<file path="config.mk">
export PLATFORM = sky130hd
export DESIGN_NAME = mphg_top
export DESIGN_NICKNAME = d
export VERILOG_FILES = /design/src/hw/mphg_bus_state.v /design/src/hw/mphg_sync_and.v /design/src/hw/mphg_top.v
export VERILOG_INCLUDE_DIRS = /design/src /design/src/hw
export SDC_FILE = /design/constraint.sdc
export NUM_CORES = 1
export LEC_CHECK = 0
export BUFFER_PORTS_ARGS = -buffer_cell sky130_fd_sc_hd__buf_2
export CAP_MARGIN = 20
export CORE_ASPECT_RATIO = 0.8
export CORE_UTILIZATION = 50
export CTS_BUF_LIST = sky130_fd_sc_hd__clkbuf_2
export DETAILED_ROUTE_END_ITERATION = 7
export PLACE_DENSITY_LB_ADDON = 0.08
export SLEW_MARGIN = 30
export SYNTH_ARGS = -nofsm -noshare
export SYNTH_HDL_FRONTEND = slang
export SYNTH_SLANG_ARGS = --single-unit
</file>
<file path="constraint.sdc">
create_clock -name clk -period 3.21 [get_ports clk]
set_clock_uncertainty 0.2 [all_clocks]
set_input_delay 0.1605 -clock clk [delete_from_list [all_inputs] [get_ports clk]]
set_output_delay 0.1605 -clock clk [all_outputs]
set_load 0.03 [all_outputs]
</file>
<file path="src/hw/mphg_defines.vh">
`ifndef MPHG_DEFINES_VH
`define MPHG_DEFINES_VH

// ============================================================
// Controller count and plane layout.
`define MPHG_NUM_CTRL 4
`define MPHG_PLANES_PER_CTRL 4
`define MPHG_BCAST_LINE 4
`define MPHG_DATA_W 16
`define MPHG_ADDR_W 4

// ============================================================
// Register byte offsets of the host command port.
`define MPHG_OFS_CTRL 4'h0
`define MPHG_OFS_STATUS 4'h4
`define MPHG_OFS_ACT 4'h8
`define MPHG_OFS_EVENTS 4'hC

// ============================================================
// Control register fields and reset value.
`define MPHG_CTRL_EN_BIT 0
`define MPHG_CTRL_PRES_LO 4
`define MPHG_CTRL_PRES_HI 7
`define MPHG_CTRL_RESET 16'h00F1

// ============================================================
// Status register fields.
`define MPHG_ST_ISYNC_BIT 0
`define MPHG_ST_DSYNC_BIT 1
`define MPHG_ST_ONEACT_BIT 2
`define MPHG_ST_COLL_BIT 3
`define MPHG_ST_EDE_LO 4
`define MPHG_ST_EDE_HI 7
`define MPHG_ST_BST_LO 8
`define MPHG_ST_BST_HI 12

// ============================================================
// Activity shadow reset value and event counter width.
`define MPHG_ACT_RESET 16'hFFFF
`define MPHG_EVT_W 16

`endif

</file>
<file path="src/hw/mphg_bus_state.v">
`timescale 1ns/1ps
`include "mphg_defines.vh"

// ============================================================
// Processor bus-state tracker: T1 from the latch strobe, then T2, T3,
// one wait state on reads, and the fourth state on reads only.
module mphg_bus_state (
  clk,
  rst,
  ce,
  ale,
  read_cycle,
  state_t1,
  state_t2,
  state_t3,
  state_tw,
  fourth_bus_state
);
  input wire clk;
  input wire rst;
  input wire ce;
  input wire ale;
  input wire read_cycle;
  output reg state_t1;
  output reg state_t2;
  output reg state_t3;
  output reg state_tw;
  output reg fourth_bus_state;

  // Shift chain; writes never reach the wait and fourth states.
  always @(posedge clk or posedge rst) begin
    if (rst) begin
      state_t1 <= 1'b0;
      state_t2 <= 1'b0;
      state_t3 <= 1'b0;
      state_tw <= 1'b0;
      fourth_bus_state <= 1'b0;
    end else if (ce) begin
      state_t1 <= ale;
      state_t2 <= state_t1;
      state_t3 <= state_t2;
      state_tw <= state_t3 & read_cycle;
      fourth_bus_state <= state_tw;
    end
  end
endmodule

</file>
<file path="src/hw/mphg_sync_and.v">
`timescale 1ns/1ps
`include "mphg_defines.vh"

// ============================================================
// Registered wired-AND of the sync outputs of the present controllers.
module mphg_sync_and #(
  parameter N = 4
) (
  clk,
  rst,
  ce,
  present,
  sync_outs,
  composite
);
  input wire clk;
  input wire rst;
  input wire ce;
  input wire [N-1:0] present;
  input wire [N-1:0] sync_outs;
  output reg composite;

  wire composite_nxt;

  // Absent controllers read as ready, so they never hold the node low.
  assign composite_nxt = &(sync_outs | ~present);

  // The composite is registered so the fed-back input is glitch free.
  always @(posedge clk or posedge rst) begin
    if (rst) begin
      composite <= 1'b0;
    end else if (ce) begin
      composite <= composite_nxt;
    end
  end
endmodule

</file>
<file path="src/hw/mphg_top.v">
// The register offsets and the address-and-strobe port were left to the implementer.
`timescale 1ns/1ps
`include "mphg_defines.vh"


// ============================================================
// Host glue between a 16-bit processor bus and four plane controllers.
module mphg_top (
  clk,
  rst,
  ce,
  ale,
  rd_n,
  bus_data_enable_n,
  cpu_addr,
  periph_select_line_n,
  ext_driver_enable_n,
  instr_sync_out,
  display_sync_out,
  reg_addr,
  reg_wdata,
  reg_wr,
  reg_rd,
  reg_rdata,
  ctrl_cs_n,
  reg_sel,
  instr_sync_in,
  display_sync_in,
  xcvr_oe_n,
  pix_xcvr_oe_n,
  xcvr_dir_read,
  fourth_bus_state
);
  input wire clk;
  input wire rst;
  input wire ce;
  input wire ale;
  input wire rd_n;
  input wire bus_data_enable_n;
  input wire [3:1] cpu_addr;
  input wire [4:0] periph_select_line_n;
  input wire [3:0] ext_driver_enable_n;
  input wire [3:0] instr_sync_out;
  input wire [3:0] display_sync_out;
  input wire [`MPHG_ADDR_W-1:0] reg_addr;
  input wire [`MPHG_DATA_W-1:0] reg_wdata;
  input wire reg_wr;
  input wire reg_rd;
  output reg [`MPHG_DATA_W-1:0] reg_rdata;
  output reg [3:0] ctrl_cs_n;
  output reg [1:0] reg_sel;
  output wire instr_sync_in;
  output wire display_sync_in;
  output reg [3:0] xcvr_oe_n;
  output reg [1:0] pix_xcvr_oe_n;
  output reg xcvr_dir_read;
  output wire fourth_bus_state;

  // ============================================================
  // Access kind states, one-hot.
  localparam [2:0] ACC_IDLE = 3'h1;
  localparam [2:0] ACC_SINGLE = 3'h2;
  localparam [2:0] ACC_BCAST = 3'h4;

  // ============================================================
  // Host registers and internal state.
  reg [`MPHG_DATA_W-1:0] ctrl_r;
  reg [`MPHG_DATA_W-1:0] act_r;
  reg [`MPHG_EVT_W-1:0] evt_r;
  reg coll_r;
  reg [2:0] acc_r;
  reg [2:0] acc_nxt;
  reg [3:0] target_r;
  reg a3_r;
  reg read_cut_r;
  reg [3:0] cs_nxt;
  reg [3:0] oe_nxt;
  reg [1:0] pix_nxt;
  reg [`MPHG_DATA_W-1:0] rdata_nxt;

  wire glue_en;
  wire [3:0] present;
  wire read_cycle;
  wire den_act;
  wire [3:0] ede_act;
  wire [3:0] sel_lines;
  wire bcast_line;
  wire qualified;
  wire one_active;
  wire multi_ede;
  wire pixel_acc;
  wire st_t1;
  wire st_t2;
  wire st_t3;
  wire st_tw;
  wire wr_ctrl;
  wire wr_act;
  wire wr_events;
  wire [4:0] bus_state;
  wire [`MPHG_DATA_W-1:0] status_word;

  assign glue_en = ctrl_r[`MPHG_CTRL_EN_BIT];
  assign present = ctrl_r[`MPHG_CTRL_PRES_HI:`MPHG_CTRL_PRES_LO];
  assign read_cycle = ~rd_n;
  assign den_act = ~bus_data_enable_n;
  assign ede_act = ~ext_driver_enable_n;
  assign sel_lines = ~periph_select_line_n[3:0];
  assign bcast_line = ~periph_select_line_n[`MPHG_BCAST_LINE];
  assign pixel_acc = acc_r[2] & a3_r;
  assign bus_state = {fourth_bus_state, st_tw, st_t3, st_t2, st_t1};

  // Selects are valid only once the latch strobe has fallen.
  assign qualified = glue_en & ~ale;

  // Two or more driver enables during a by-plane read mean a bus collision.
  assign multi_ede = (ede_act & (ede_act - 4'h1)) != 4'h0;

  // Exactly one activity bit across all controllers for by-plane reads.
  assign one_active = (act_r != 16'h0000) &&
                      ((act_r & (act_r - 16'h0001)) == 16'h0000);

  // ============================================================
  // Sync composites, one registered AND per handshake.
  mphg_sync_and #(
    .N(`MPHG_NUM_CTRL)
  ) u_instr_and (
    .clk(clk),
    .rst(rst),
    .ce(ce),
    .present(present),
    .sync_outs(instr_sync_out),
    .composite(instr_sync_in)
  );

  mphg_sync_and #(
    .N(`MPHG_NUM_CTRL)
  ) u_display_and (
    .clk(clk),
    .rst(rst),
    .ce(ce),
    .present(present),
    .sync_outs(display_sync_out),
    .composite(display_sync_in)
  );

  // ============================================================
  // Bus-state tracker that marks the fourth state of reads.
  mphg_bus_state u_bus_state (
    .clk(clk),
    .rst(rst),
    .ce(ce),
    .ale(ale),
    .read_cycle(read_cycle),
    .state_t1(st_t1),
    .state_t2(st_t2),
    .state_t3(st_t3),
    .state_tw(st_tw),
    .fourth_bus_state(fourth_bus_state)
  );

  // ============================================================
  // Address latch: register selects and A3 follow the strobe.
  always @(posedge clk or posedge rst) begin
    if (rst) begin
      reg_sel <= 2'h0;
      a3_r <= 1'b0;
    end else if (ce && ale) begin
      reg_sel <= cpu_addr[2:1];
      a3_r <= cpu_addr[3];
    end
  end

  // ============================================================
  // Access decode: broadcast line beats individual lines.
  always @* begin
    acc_nxt = ACC_IDLE;
    if (!qualified) begin
      acc_nxt = ACC_IDLE;
    end else if (bcast_line) begin
      acc_nxt = ACC_BCAST;
    end else if (sel_lines != 4'h0) begin
      acc_nxt = ACC_SINGLE;
    end
  end

  // Chip selects, active low, one per controller.
  always @* begin
    cs_nxt = 4'hF;
    case (acc_nxt)
      ACC_BCAST: begin
        cs_nxt = ~present;
      end
      ACC_SINGLE: begin
        cs_nxt = ~(sel_lines & present);
      end
      default: begin
        cs_nxt = 4'hF;
      end
    endcase
  end

  // ============================================================
  // Read cut-off: held from the fourth state until the next strobe.
  always @(posedge clk or posedge rst) begin
    if (rst) begin
      read_cut_r <= 1'b0;
    end else if (ce) begin
      if (ale) begin
        read_cut_r <= 1'b0;
      end else if (fourth_bus_state) begin
        read_cut_r <= 1'b1;
      end
    end
  end

  // ============================================================
  // Transceiver enables for regular and by-pixel paths.
  always @* begin
    oe_nxt = 4'hF;
    pix_nxt = 2'h3;
    if (!den_act || fourth_bus_state || read_cut_r) begin
      oe_nxt = 4'hF;
      pix_nxt = 2'h3;
    end else if (pixel_acc) begin
      // Both by-pixel parts assemble or split nibbles together.
      if (!read_cycle || (ede_act & present) != 4'h0) begin
        pix_nxt = 2'h0;
      end
    end else if (acc_r[2] || acc_r[1]) begin
      if (read_cycle) begin
        oe_nxt = ~(target_r & ede_act);
      end else begin
        oe_nxt = ~target_r;
      end
    end
  end

  // ============================================================
  // Output registers for selects, enables and direction.
  always @(posedge clk or posedge rst) begin
    if (rst) begin
      acc_r <= ACC_IDLE;
      target_r <= 4'h0;
      ctrl_cs_n <= 4'hF;
      xcvr_oe_n <= 4'hF;
      pix_xcvr_oe_n <= 2'h3;
      xcvr_dir_read <= 1'b0;
    end else if (ce) begin
      acc_r <= acc_nxt;
      target_r <= ~cs_nxt;
      ctrl_cs_n <= cs_nxt;
      xcvr_oe_n <= oe_nxt;
      pix_xcvr_oe_n <= pix_nxt;
      xcvr_dir_read <= read_cycle;
    end
  end

  // ============================================================
  // Collision monitor for by-plane block reads; set wins over clear.
  assign wr_events = reg_wr && (reg_addr == `MPHG_OFS_EVENTS);

  always @(posedge clk or posedge rst) begin
    if (rst) begin
      coll_r <= 1'b0;
    end else if (ce) begin
      if (read_cycle && den_act && !pixel_acc && multi_ede) begin
        coll_r <= 1'b1;
      end else if (wr_events && reg_wdata[`MPHG_ST_COLL_BIT]) begin
        coll_r <= 1'b0;
      end
    end
  end

  // Counts completed controller reads that reached the fourth state.
  always @(posedge clk or posedge rst) begin
    if (rst) begin
      evt_r <= {`MPHG_EVT_W{1'b0}};
    end else if (ce) begin
      if (wr_events && reg_wdata[`MPHG_ST_COLL_BIT]) begin
        evt_r <= {`MPHG_EVT_W{1'b0}};
      end else if (fourth_bus_state && acc_r != ACC_IDLE) begin
        evt_r <= evt_r + 16'h0001;
      end
    end
  end

  // ============================================================
  // Command port writes: control and activity shadow.
  assign wr_ctrl = reg_wr && (reg_addr == `MPHG_OFS_CTRL);
  assign wr_act = reg_wr && (reg_addr == `MPHG_OFS_ACT);

  always @(posedge clk or posedge rst) begin
    if (rst) begin
      ctrl_r <= `MPHG_CTRL_RESET;
      act_r <= `MPHG_ACT_RESET;
    end else if (ce) begin
      if (wr_ctrl) begin
        ctrl_r <= reg_wdata & 16'h00F1;
      end
      if (wr_act) begin
        // Mirrors the four activity bits loaded into each controller.
        act_r <= reg_wdata;
      end
    end
  end

  // ============================================================
  // Status word and read mux; unmapped offsets read zero.
  assign status_word = {3'h0, bus_state, ede_act, coll_r, one_active,
                        display_sync_in, instr_sync_in};

  always @* begin
    rdata_nxt = 16'h0000;
    if (reg_addr == `MPHG_OFS_CTRL) begin
      rdata_nxt = ctrl_r;
    end else if (reg_addr == `MPHG_OFS_STATUS) begin
      rdata_nxt = status_word;
    end else if (reg_addr == `MPHG_OFS_ACT) begin
      rdata_nxt = act_r;
    end else if (reg_addr == `MPHG_OFS_EVENTS) begin
      rdata_nxt = evt_r;
    end
  end

  // Read data stands in the cycle after the strobe only.
  always @(posedge clk or posedge rst) begin
    if (rst) begin
      reg_rdata <= 16'h0000;
    end else if (ce) begin
      if (reg_rd) begin
        reg_rdata <= rdata_nxt;
      end else begin
        reg_rdata <= 16'h0000;
      end
    end
  end
endmodule

</file>
Word-level counts from Yosys, hierarchy flattened

Index checks and enable logic that the tools add are counted.
W data, S select, Z words.

Logic and storage cells: 103
Output and inout port bits: 32
Bits in registers: 83
Bits of input ports: 48

Mux-type cells: 22
Reduce and logical (&&, ||, !) cells: 31
$add $sub $neg: 3
Equal/unequal tests: 6
Bitwise operators: 20

Operator list:

| cell                    | count |
|---|---|
| $mux W16                | 7 |
| $not A4 Y4              | 7 |
| $add A16 B1 Y16 const B | 1 |
| $and A16 B16 Y16        | 1 |
| $and A4 B4 Y4           | 4 |
| $logic_not A16 Y1       | 1 |
| $mux W4                 | 4 |
| $reduce_bool A16 Y1     | 1 |
| $sub A16 B1 Y16 const B | 1 |
| $reduce_bool A4 Y1      | 3 |
| $logic_and A1 B1 Y1     | 10 |
| $reduce_and A2 Y1       | 5 |
| $eq A4 B4 Y1 const B    | 2 |
| $mux W2                 | 4 |
| $or A4 B4 Y4            | 2 |
| $pmux W4 S2             | 1 |
| $reduce_and A4 Y1       | 2 |
| $mux W3                 | 2 |
| $reduce_bool A2 Y1      | 3 |
| $eq A4 B3 Y1 const B    | 1 |
| $logic_not A4 Y1        | 1 |
| $logic_or A1 B1 Y1      | 4 |
| $mux W1                 | 4 |
| $sub A4 B1 Y4 const B   | 1 |
| 6 further kinds         | 10 |

Longest topological paths before layout

Gate-level depths: netlist (run 1).

Depth after elaboration: 8
Gate-level depth with buffers: 7
Depth with buffers taken out: 6

Hierarchy

A second synthesis (run 1) with hierarchy kept.

Cell total of the unflattened synthesis: 381
Area, all modules: 4189.0 um^2

Modules (own cells, without submodules):

| module         | area each (um^2) | instances | sequential area each (um^2) | cells each |
|---|---|---|---|---|
| mphg_top       | 3858.7           | 1         | 1915.6                      | 352 |
| mphg_bus_state | 187.7            | 1         | 125.1                       | 13 |
| mphg_sync_and  | 71.3             | 2         | 25.0                        | 8 |

Least setup slack after synthesis (run 1)

OpenSTA, ideal clock, no wires.

Kind: register -> register
Start: register u_bus_state.fourth_bus_state
End: register evt_r[5]
Buffers on the path: 0
Library setup time: 0.077 ns
Clock period less this slack: 1.835 ns
Arrival: 1.558 ns
Stages on the path, launching flop included: 6
Setup slack: 1.375 ns
Required time: 2.933 ns
Cell sequence: dfrtp_1 -> nand2_1 -> a21oi_4 -> nand4_4 -> or3_1 -> a21oi_1

Word-level cells in the longest chain between the ends: 3

Ends and longest elaborated chain:

| element                             | line                | source |
|---|---|---|
| start, declared                     | mphg_bus_state.v:28 | `output reg fourth_bus_state;` |
| start signal, assigned              | mphg_bus_state.v:43 | `fourth_bus_state <= state_tw;` |
| $logic_and A1 B1 Y1                 | mphg_top.v:281      | `end else if (fourth_bus_state && acc_r != ACC_IDLE) begin` |
| $reduce_bool A2 Y1 (no source line) | --                  |  |
| $reduce_and A2 Y1 (no source line)  | --                  |  |
| end signal, assigned                | mphg_top.v:277      | `` evt_r <= {`MPHG_EVT_W{1'b0}}; `` |
| end signal, assigned                | mphg_top.v:280      | `` evt_r <= {`MPHG_EVT_W{1'b0}}; `` |
| end signal, assigned                | mphg_top.v:282      | `evt_r <= evt_r + 16'h0001;` |
| end, declared                       | mphg_top.v:69       | `` reg [`MPHG_EVT_W-1:0] evt_r; `` |

Every way passes these cells.
A chain may end at the register's enable or synchronous reset.

Worst setup path in the final report (run 1)

Start: input ce
End: register coll_r

Word-level cells in the longest chain between the ends: 1

Ends and longest elaborated chain:

| element                            | line           | source |
|---|---|---|
| start, declared                    | mphg_top.v:36  | `input wire ce;` |
| $reduce_and A2 Y1 (no source line) | --             |  |
| end signal, assigned               | mphg_top.v:264 | `coll_r <= 1'b0;` |
| end signal, assigned               | mphg_top.v:267 | `coll_r <= 1'b1;` |
| end signal, assigned               | mphg_top.v:269 | `coll_r <= 1'b0;` |
| end, declared                      | mphg_top.v:70  | `reg coll_r;` |

Every way passes these cells.

==> results of run 1 <==
==> registers in the layout (all words and copies together), names as in the netlist <==
register,flops
a3_r,1
acc_r,3
act_r,16
coll_r,1
ctrl_cs_n,4
ctrl_r,5
evt_r,16
pix_xcvr_oe_n,1
read_cut_r,1
reg_rdata,16
reg_sel,2
target_r,4
u_bus_state.fourth_bus_state,1
u_bus_state.state_t1,1
u_bus_state.state_t2,1
u_bus_state.state_t3,1
u_bus_state.state_tw,1
u_display_and.composite,1
u_instr_and.composite,1
xcvr_dir_read,1
xcvr_oe_n,4
==> metal layers <==
metal	vias up	routed length, um
met5	-	0
met4	0	147
met3	15	548
met2	118	4810
met1	1766	5340
li1	1681	-
==> cell usage in the layout (no fill, tap or decap), drive strengths merged, types with 6 or more instances in the layout <==
cell	instances
mux2i	10
mux2	30
o22ai	6
o21ai	41
nand3	12
inv	21
a21o	8
dfstp	31
nand2	33
dfrtp	51
or3	9
buf	84
dlygate4sd3	64
nor2	25
clkbuf	9
a21oi	20
nor3	8
==> final cells by class <==
| class | count | share of cell area [%] |
|---|---|---|
| sequential | 82 | 39.0 |
| multi-input combinational | 271 | 34.7 |
| clock inverter | 7 | 1.28 |
| timing repair buffer | 148 | 20.0 |
| tap | 108 | 2.52 |
| inverter | 21 | 1.56 |
| clock buffer | 9 | 0.841 |
==> logic make-up (layout without fill, tap and decap cells) <==
group	Yosys count	in the layout	synth area share, %
xor+xnor	9	9	1.92
buf+inv	36	185	3.92
simple gates	114	114	15.2
fa+ha+maj	3	3	0.791
flops	82	82	50.8
mux	41	41	11.2
compound gates	104	104	16.1
==> how the worst max path moves through the flow <==
| stage | from | endpoint | slack [ns] | cells past startpoint |
|---|---|---|---|---|
| finish | ce | coll_r | 0.37 | 8 |
| global route | ce | coll_r | 0.28 | 8 |
| CTS | ce | coll_r | 0.41 | 8 |
| detailed placement | reg_addr[2] | reg_rdata[2] | 1.07 | 6 |
| global placement | reg_addr[2] | reg_rdata[2] | 1.15 | 6 |
| floorplan | rst | a3_r | 0.79 | 1 |
==> power by group <==
part | leakage [nW] | switching [mW] | internal [mW]
registers | 1.00 | 0.143 | 1.20
clock network | 0.0697 | 0.371 | 0.178
logic | 1.28 | 0.284 | 0.272
==> critical path: cells and delay by family <==
family,cells,cell delay [ns]
AOI/OAI and AO/OA,1,0.21
buffers and inverters,4,1.95
and+or+nand+nor,3,0.77
==> stage by stage <==
| step | setup WS (ns) | cell area [um^2] |
|---|---|---|
| CTS | 0.410 | 5360 |
| global placement | 1.15 | 4600 |
| floorplan | 0.792 | 4110 |
| global route | 0.284 | 5360 |
| detailed placement | 1.07 | 4600 |
| finish | 0.373 | 5360 |
==> impl_metrics.json, run 1 <==
{
  "worst_pin_slew_ns": 0.765,
  "wl_per_cell_um": 16.8,
  "drv_slew": 0,
  "required_ns": 3.47,
  "async_flop_share_pct": 100,
  "overflow": 0,
  "grt_pass1_vias": 3525,
  "reg2reg_to": "u_display_and.composite",
  "grt_use_met3_pct": 5.22,
  "finalPower_mw": 2.45,
  "arrival_ns": 3.09,
  "area_growth_pct": 30.3,
  "drt-total-wl_mm": 10.8,
  "ff2ff_path_depth": 6,
  "synth_common_cells": "51 x dfrtp_1, 40 x o21ai_0, 32 x nand2_1, 31 x dfstp_2, 30 x mux2_2",
  "mappedNetlistNets": 438,
  "rows": 29,
  "peakVddDrop_mv": 0.326,
  "r2r_setup_slack_ns": 0.71,
  "whs_ns": 0.172,
  "clock_path_buffers": 2,
  "utilization_pct": 67.4,
  "relSlewSlack_pct": 49.0,
  "slowest_delay_ns": 0.61,
  "clk_latency_ns": 0.53,
  "cap_viol_max_count": 0,
  "leakagePower_nw": 2.36,
  "dr.pass1.iters": 4,
  "fmax_mhz": 353,
  "holdPathStages": 3,
  "cp_slowest_cell": "dlygate4sd3_1",
  "port_buffers": 79,
  "htreeDepth": 3,
  "setup_tns_ns": 0,
  "synth_top_cell_by_area": "dfrtp_1",
  "grt_pass1_wl_mm": 17.9,
  "nFillCells": 632,
  "initial_core_util_pct": 51.8,
  "ant_nets": 0,
  "startpoint_type": "input port",
  "status": "finished clean",
  "synth-seq-area-share_pct": 50.8,
  "cts.sinks": 82,
  "fin_crit_sh_pct": 88.4,
  "clkTransAtPathRegs_ns": 0.23,
  "design.die.area_um2": 8590,
  "met2_usage_pct": 40.5,
  "cts_tree": "done",
  "core_area_um2": 7950,
  "ys_ff_latch": 82,
  "cp-end-kind": "register",
  "dieWidth_um": 103,
  "r2r_start": "ctrl_r[4]",
  "fin_crit_ns": 2.84,
  "root_buffer": "clkbuf_2",
  "io_pins": 80,
  "synthTopCellsByArea": "dfrtp_1 31%, dfstp_2 20%, mux2_2 8.2%",
  "regArea_um2": 2090,
  "crit_chain": "dlygate4sd3_1 -> buf_2 -> nand2_2 -> dlygate4sd3_1 -> nor3_2 -> nor2b_1 -> a41o_1 -> dlygate4sd3_1",
  "rsz0062_at_grt": "false",
  "vias": 3580,
  "synth_area_um2": 4110,
  "grt_usage_pct": 27.7,
  "synthFlopType": "dfrtp_1",
  "synth_enable_flop_cells": 0,
  "ys_types": 58,
  "min_to": "act_r[15]",
  "min-delay-start": "reg_wdata[15]",
  "dp_cells": 566,
  "synth_most_common_cell": "dfrtp_1",
  "place.gp.congestion": 0.860,
  "p_per_area_nw_per_um2": 456,
  "drtIter0Drc": 207,
  "cts_hold_buf": 64,
  "cts_made_buffers": 9,
  "yosys_warnings": 0,
  "timing.critical_path.fanout_max": 14,
  "multi_input_area_um2": 1860,
  "grt_max_degree": 63,
  "use_met1_pct": 42.1,
  "fin_cells": 646,
  "die_h_um": 83.1,
  "synth_top_area_share_pct": 31.0,
  "final-setup-viol-count": 0,
  "finalHoldViolCount": 0,
  "post_cts.repair.setup_buffers": 0,
  "dp.final_hpwl_mm": 7.49,
  "drive_gt1_share_pct": 32.7,
  "crit_type": "in -> reg",
  "drc_errors": 0,
  "routed_via_density": 5.54,
  "nNetsFinal": 582,
  "hold_path.class": "in -> reg",
  "path_common_cell": "dlygate4sd3_1",
  "synth_cells": 389,
  "syn_avg_cell_area_um2": 10.6,
  "antenna_found_initial": 0,
  "post_cts_resized": 0,
  "antenna_cells": 0,
  "busiest_layer": "met1"
}
(Power assumes the default switching activity.)
==> run 2: changes to the inputs <==
CELL_PAD_IN_SITES_DETAIL_PLACEMENT = 1   (was not set)
CELL_PAD_IN_SITES_GLOBAL_PLACEMENT = 2   (was not set)
CORE_UTILIZATION = 36   (was 50)
GPL_TIMING_DRIVEN = 0   (was not set)
==> impl_metrics.json, run 2 (synthesized netlist as in run 1, its figures left out) <==
{
  "wl_met2_mm": 5.94,
  "slowest_delay_ns": 0.75,
  "final_common_cell": "buf_2",
  "root_buffer": "clkbuf_2",
  "core_area_um2": 11000,
  "hold_path.class": "in -> reg",
  "p_switching_mw": 0.844,
  "final-setup-viol-count": 0,
  "cap_viol_max_count": 0,
  "grt_max_degree": 59,
  "crit_family": "buffers and inverters",
  "initial_core_util_pct": 37.5,
  "whs_ns": 0.124,
  "p_int_mw": 1.60,
  "dr.pass1.iters": 4,
  "fmax_mhz": 325,
  "power_frac_comb_pct": 24.5,
  "grt_pass1_wl_mm": 21.5,
  "peakVddDrop_mv": 0.245,
  "maxUsedRoutingLayer": "met4",
  "dp.final_hpwl_mm": 9.21,
  "routed_via_density": 5.22,
  "required_ns": 3.51,
  "cts_made_buffers": 9,
  "cts_hold_buf": 74,
  "p_seq_share_pct": 54.9,
  "cp-end-kind": "register",
  "relSlewSlack_pct": 57.3,
  "cts_tree": "done",
  "p_per_area_nw_per_um2": 441,
  "fin_crit_sh_pct": 95.7,
  "drv_slew": 0,
  "placed_area_um2": 4710,
  "port_buffers": 77,
  "finalHoldViolCount": 0,
  "routed-wl-met3_um": 637,
  "leakagePower_nw": 2.41,
  "status": "finished clean",
  "post_cts_resized": 0,
  "nFillCells": 1261,
  "drc_errors": 0,
  "clkTransAtPathRegs_ns": 0.25,
  "startpoint_type": "input port",
  "final_area_um2": 5550,
  "multi_input_area_um2": 1860,
  "die_h_um": 97.6,
  "drtIter0Drc": 161,
  "drive_gt1_share_pct": 32.1,
  "design.die.area_um2": 11900,
  "wl_per_cell_um": 18.7,
  "arrival_ns": 3.37,
  "vias": 3658,
  "nNetsFinal": 601,
  "grt_pass1_vias": 3897,
  "clock_path_buffers": 2,
  "post_cts.repair.setup_buffers": 0,
  "grt_usage_pct": 24.1,
  "crit_chain": "dlygate4sd3_1 -> buf_4 -> nand2_2 -> dlygate4sd3_1 -> nor3_2 -> dlygate4sd3_1 -> o21ai_0 -> dlygate4sd3_1",
  "final_cell_mix": "80 x buf_2, 74 x dlygate4sd3_1, 51 x dfrtp_1",
  "clk_latency_ns": 0.57,
  "cts.sinks": 82,
  "ant_nets": 0,
  "io_pins": 80,
  "overflow": 0,
  "switching_share_pct": 34.5,
  "worst_pin_slew_ns": 0.634,
  "regArea_um2": 2090,
  "rows": 34,
  "place.gp.congestion": 0.790,
  "crit_type": "in -> reg",
  "path_common_cell": "dlygate4sd3_1",
  "area_growth_pct": 35.0,
  "wl_met1_mm": 6.30,
  "timing.critical_path.fanout_max": 8,
  "p_clk_share_pct": 20.6,
  "reg_top3": "act_r (16), evt_r (16), reg_rdata (16)",
  "drt-total-wl_mm": 13.1,
  "cp_slowest_cell": "dlygate4sd3_1",
  "critPathBufInv": 5,
  "rsz0062_at_grt": "false",
  "htreeDepth": 3,
  "antenna_cells": 0,
  "dieWidth_um": 122,
  "antenna_found_initial": 0,
  "fin_crit_ns": 3.07
}
run 2: cell types whose count changed in the layout (fill, tap and decap cells not counted), sizes merged:
cell,before,now
clkinvlp,1,5
inv,21,22
buf,84,87
clkinv,5,1
clkbuf,9,15
bufinv,1,0
dlygate4sd3,64,74
run 2: worst paths after layout:
path / to / startpoint / cells after the start / slack [ns]
max: evt_r[1] / ce / 8 / 0.14
min: acc_r[1] / periph_select_line_n[3] / 4 / 0.12
max reg2reg: u_instr_and.composite / ctrl_r[4] / 6 / 0.72
min reg2reg: xcvr_oe_n[0] / target_r[0] / 1 / 0.26
max in group asynchronous: ctrl_r[7] / rst / 5 / 1.73
min in group asynchronous: target_r[1] / rst / 4 / 0.44
run 2: layout make-up:
type                    count  area share (%)
clock inverters             7           0.992
multi-input cells         271            33.5
clock buffers               9           0.811
plain buffers              15            1.49
flip-flops and latches     82            37.7
well taps                 144            3.25
repair buffers            152            20.8
inverters                  21            1.51
run 2: metal layers:
metal | GRT usage (%) | vias to the layer above
met1 | 34.3 | 1830
li1 | - | 1719
met2 | 37.2 | 89
met4 | 6.65 | 0
met5 | 0 | -
met3 | 4.75 | 20
run 2: power groups by stage:
stage | clock network (mW) | registers (mW) | logic (mW)
6_report | 0.504 | 1.34 | 0.600
5_1_grt | 0.567 | 1.36 | 0.663
4_1_cts | 0.529 | 1.34 | 0.596
3_5_place_dp | 0 | 1.36 | 0.482
3_3_place_gp | 0 | 1.35 | 0.466
2_1_floorplan | 0 | 1.35 | 0.289
run 2: metrics by stage:
stage / worst slack [ns] / util, % / cells / power, mW / TNS (ns)
2_1_floorplan: 0.792 / - / 389 / 1.64 / 0
3_3_place_gp: -0.376 / 42.6 / 610 / 1.82 / -18.90
3_5_place_dp: 1.10 / 42.9 / 611 / 1.84 / 0
4_1_cts: 0.204 / 50.6 / 701 / 2.47 / 0
5_1_grt: 0.0825 / 50.6 / 701 / 2.59 / 0
6_report: 0.137 / 50.6 / 701 / 2.45 / 0
run 2: worst register-to-register path, cell delays in order, from the launching register on:
cell and delay [ns]:
dfstp_2 0.59, inv_1 0.10, o22ai_1 0.19, dlygate4sd3_1 0.57, nor3_1 0.04, dlygate4sd3_1 0.59
a21o_1 0.15
==> run 3: changes to the inputs <==
PLACE_DENSITY = 0.91   (was not set)
PLACE_DENSITY_LB_ADDON = not set   (was 0.08)
==> impl_metrics.json, run 3 (synthesized netlist as in run 1, its figures left out) <==
{
  "drv_slew": 0,
  "nNetsFinal": 605,
  "drt-total-wl_mm": 13.8,
  "cts_tree": "done",
  "p_seq_share_pct": 52.3,
  "drc_errors": 0,
  "clkTransAtPathRegs_ns": 0.22,
  "crit_type": "in -> reg",
  "fin_crit_ns": 3.05,
  "p_switching_mw": 0.826,
  "arrival_ns": 3.32,
  "antenna_found_initial": 1,
  "routed_via_density": 5.38,
  "cts_made_buffers": 9,
  "layout_setup_ws_ns": 0.157,
  "final-setup-viol-count": 0,
  "peakVddDrop_mv": 0.272,
  "root_buffer": "clkbuf_2",
  "regArea_um2": 2090,
  "area_growth_pct": 36.6,
  "initial_core_util_pct": 37.5,
  "startpoint_type": "input port",
  "nFillCells": 1278,
  "design.die.area_um2": 11900,
  "drive_gt1_share_pct": 31.7,
  "timing.critical_path.fanout_max": 9,
  "switching_share_pct": 32.1,
  "required_ns": 3.47,
  "dp.final_hpwl_mm": 8.95,
  "dr.pass1.iters": 4,
  "cp-end-kind": "register",
  "final_cell_mix": "80 x buf_2, 78 x dlygate4sd3_1, 51 x dfrtp_1",
  "cts.sinks": 82,
  "relSlewSlack_pct": 57.4,
  "htreeDepth": 3,
  "fmax_mhz": 328,
  "status": "finished clean",
  "p_int_mw": 1.75,
  "whs_ns": 0.147,
  "fin_crit_sh_pct": 95.1,
  "wl_per_cell_um": 19.5,
  "dp_slack_ns": 1.06,
  "worst_pin_slew_ns": 0.633,
  "clk_latency_ns": 0.57,
  "vias": 3801,
  "p_clk_share_pct": 24.1,
  "power_frac_comb_pct": 23.5,
  "cts_hold_buf": 78,
  "io_pins": 80,
  "ant_nets": 0,
  "rows": 34,
  "grt_usage_pct": 25.1,
  "port_buffers": 77,
  "overflow": 0,
  "dieWidth_um": 122,
  "grt_pass1_vias": 4107,
  "multi_input_area_um2": 1860,
  "drtIter0Drc": 219,
  "grt_pass1_wl_mm": 22.2,
  "clock_path_buffers": 2,
  "cap_viol_max_count": 0,
  "post_cts_resized": 0,
  "rsz0062_at_grt": "false",
  "grt_max_degree": 43,
  "place.gp.congestion": 0.796,
  "p_per_area_nw_per_um2": 458,
  "reg_top3": "act_r (16), evt_r (16), reg_rdata (16)",
  "die_h_um": 97.6,
  "leakagePower_nw": 2.43,
  "core_area_um2": 11000,
  "hold_path.class": "in -> reg",
  "finalHoldViolCount": 0,
  "post_cts.repair.setup_buffers": 0,
  "final_common_cell": "buf_2"
}
==> run 3: through the flow <==
stage | TNS (ns) | std cells | area, um^2 | power, mW | util, %
floorplan | 0 | 389 | 4110 | 1.64 | -
global placement | -9.92 | 610 | 4680 | 1.81 | 42.6
detailed placement | 0 | 611 | 4700 | 1.84 | 42.9
CTS | 0 | 705 | 5620 | 2.57 | 51.2
global route | 0 | 706 | 5620 | 2.70 | 51.2
finish | 0 | 706 | 5620 | 2.57 | 51.2
==> run 3: area by class of cell <==
cell class / count / area share, %
inverter: 21 / 1.49
buffer: 15 / 1.47
multi-input combinational: 271 / 33.1
timing repair buffer: 156 / 21.1
sequential: 82 / 37.2
clock inverter: 6 / 1.45
tap: 144 / 3.21
antenna: 1 / 0.0445
clock buffer: 10 / 0.891
==> run 3: final timing paths <==
| kind | start | to | slack, ns | cells past startpoint |
|---|---|---|---|---|
| max | reg_addr[1] | coll_r | 0.16 | 9 |
| min in group asynchronous | rst | acc_r[1] | 0.53 | 4 |
| max reg2reg | ctrl_r[0] | target_r[0] | 0.32 | 8 |
| max in group asynchronous | rst | act_r[11] | 1.67 | 5 |
| min | ale | read_cut_r | 0.15 | 3 |
| min reg2reg | target_r[0] | xcvr_oe_n[0] | 0.31 | 1 |
==> run 3: routing by layer <==
layer / part of all wire (%) / GRT usage, % / wire [um] / vias to the layer above
met5: 0 / 0 / 0 / -
met3: 4.9 / 4.93 / 673 / 45
met2: 48 / 39.8 / 6560 / 123
li1: - / - / - / 1736
met4: 3.3 / 11.0 / 458 / 0
met1: 44 / 33.1 / 6060 / 1897
==> run 3: power by group through the flow <==
stage                     clock, mW  combinational [mW]  sequential (mW)
final                         0.621               0.606             1.35
after global routing          0.677               0.656             1.37
after CTS                     0.642               0.587             1.34
after detailed placement          0               0.479             1.36
after global placement            0               0.457             1.35
after floorplan                   0               0.289             1.35
==> run 3: critical path: stages <==
cell and delay [ns]:
dlygate4sd3_1 0.56, buf_2 0.14, or2_2 0.30, buf_6 0.14
dlygate4sd3_1 0.61, nor3_2 0.51, nor2b_1 0.11, a41o_1 0.22
dlygate4sd3_1 0.55
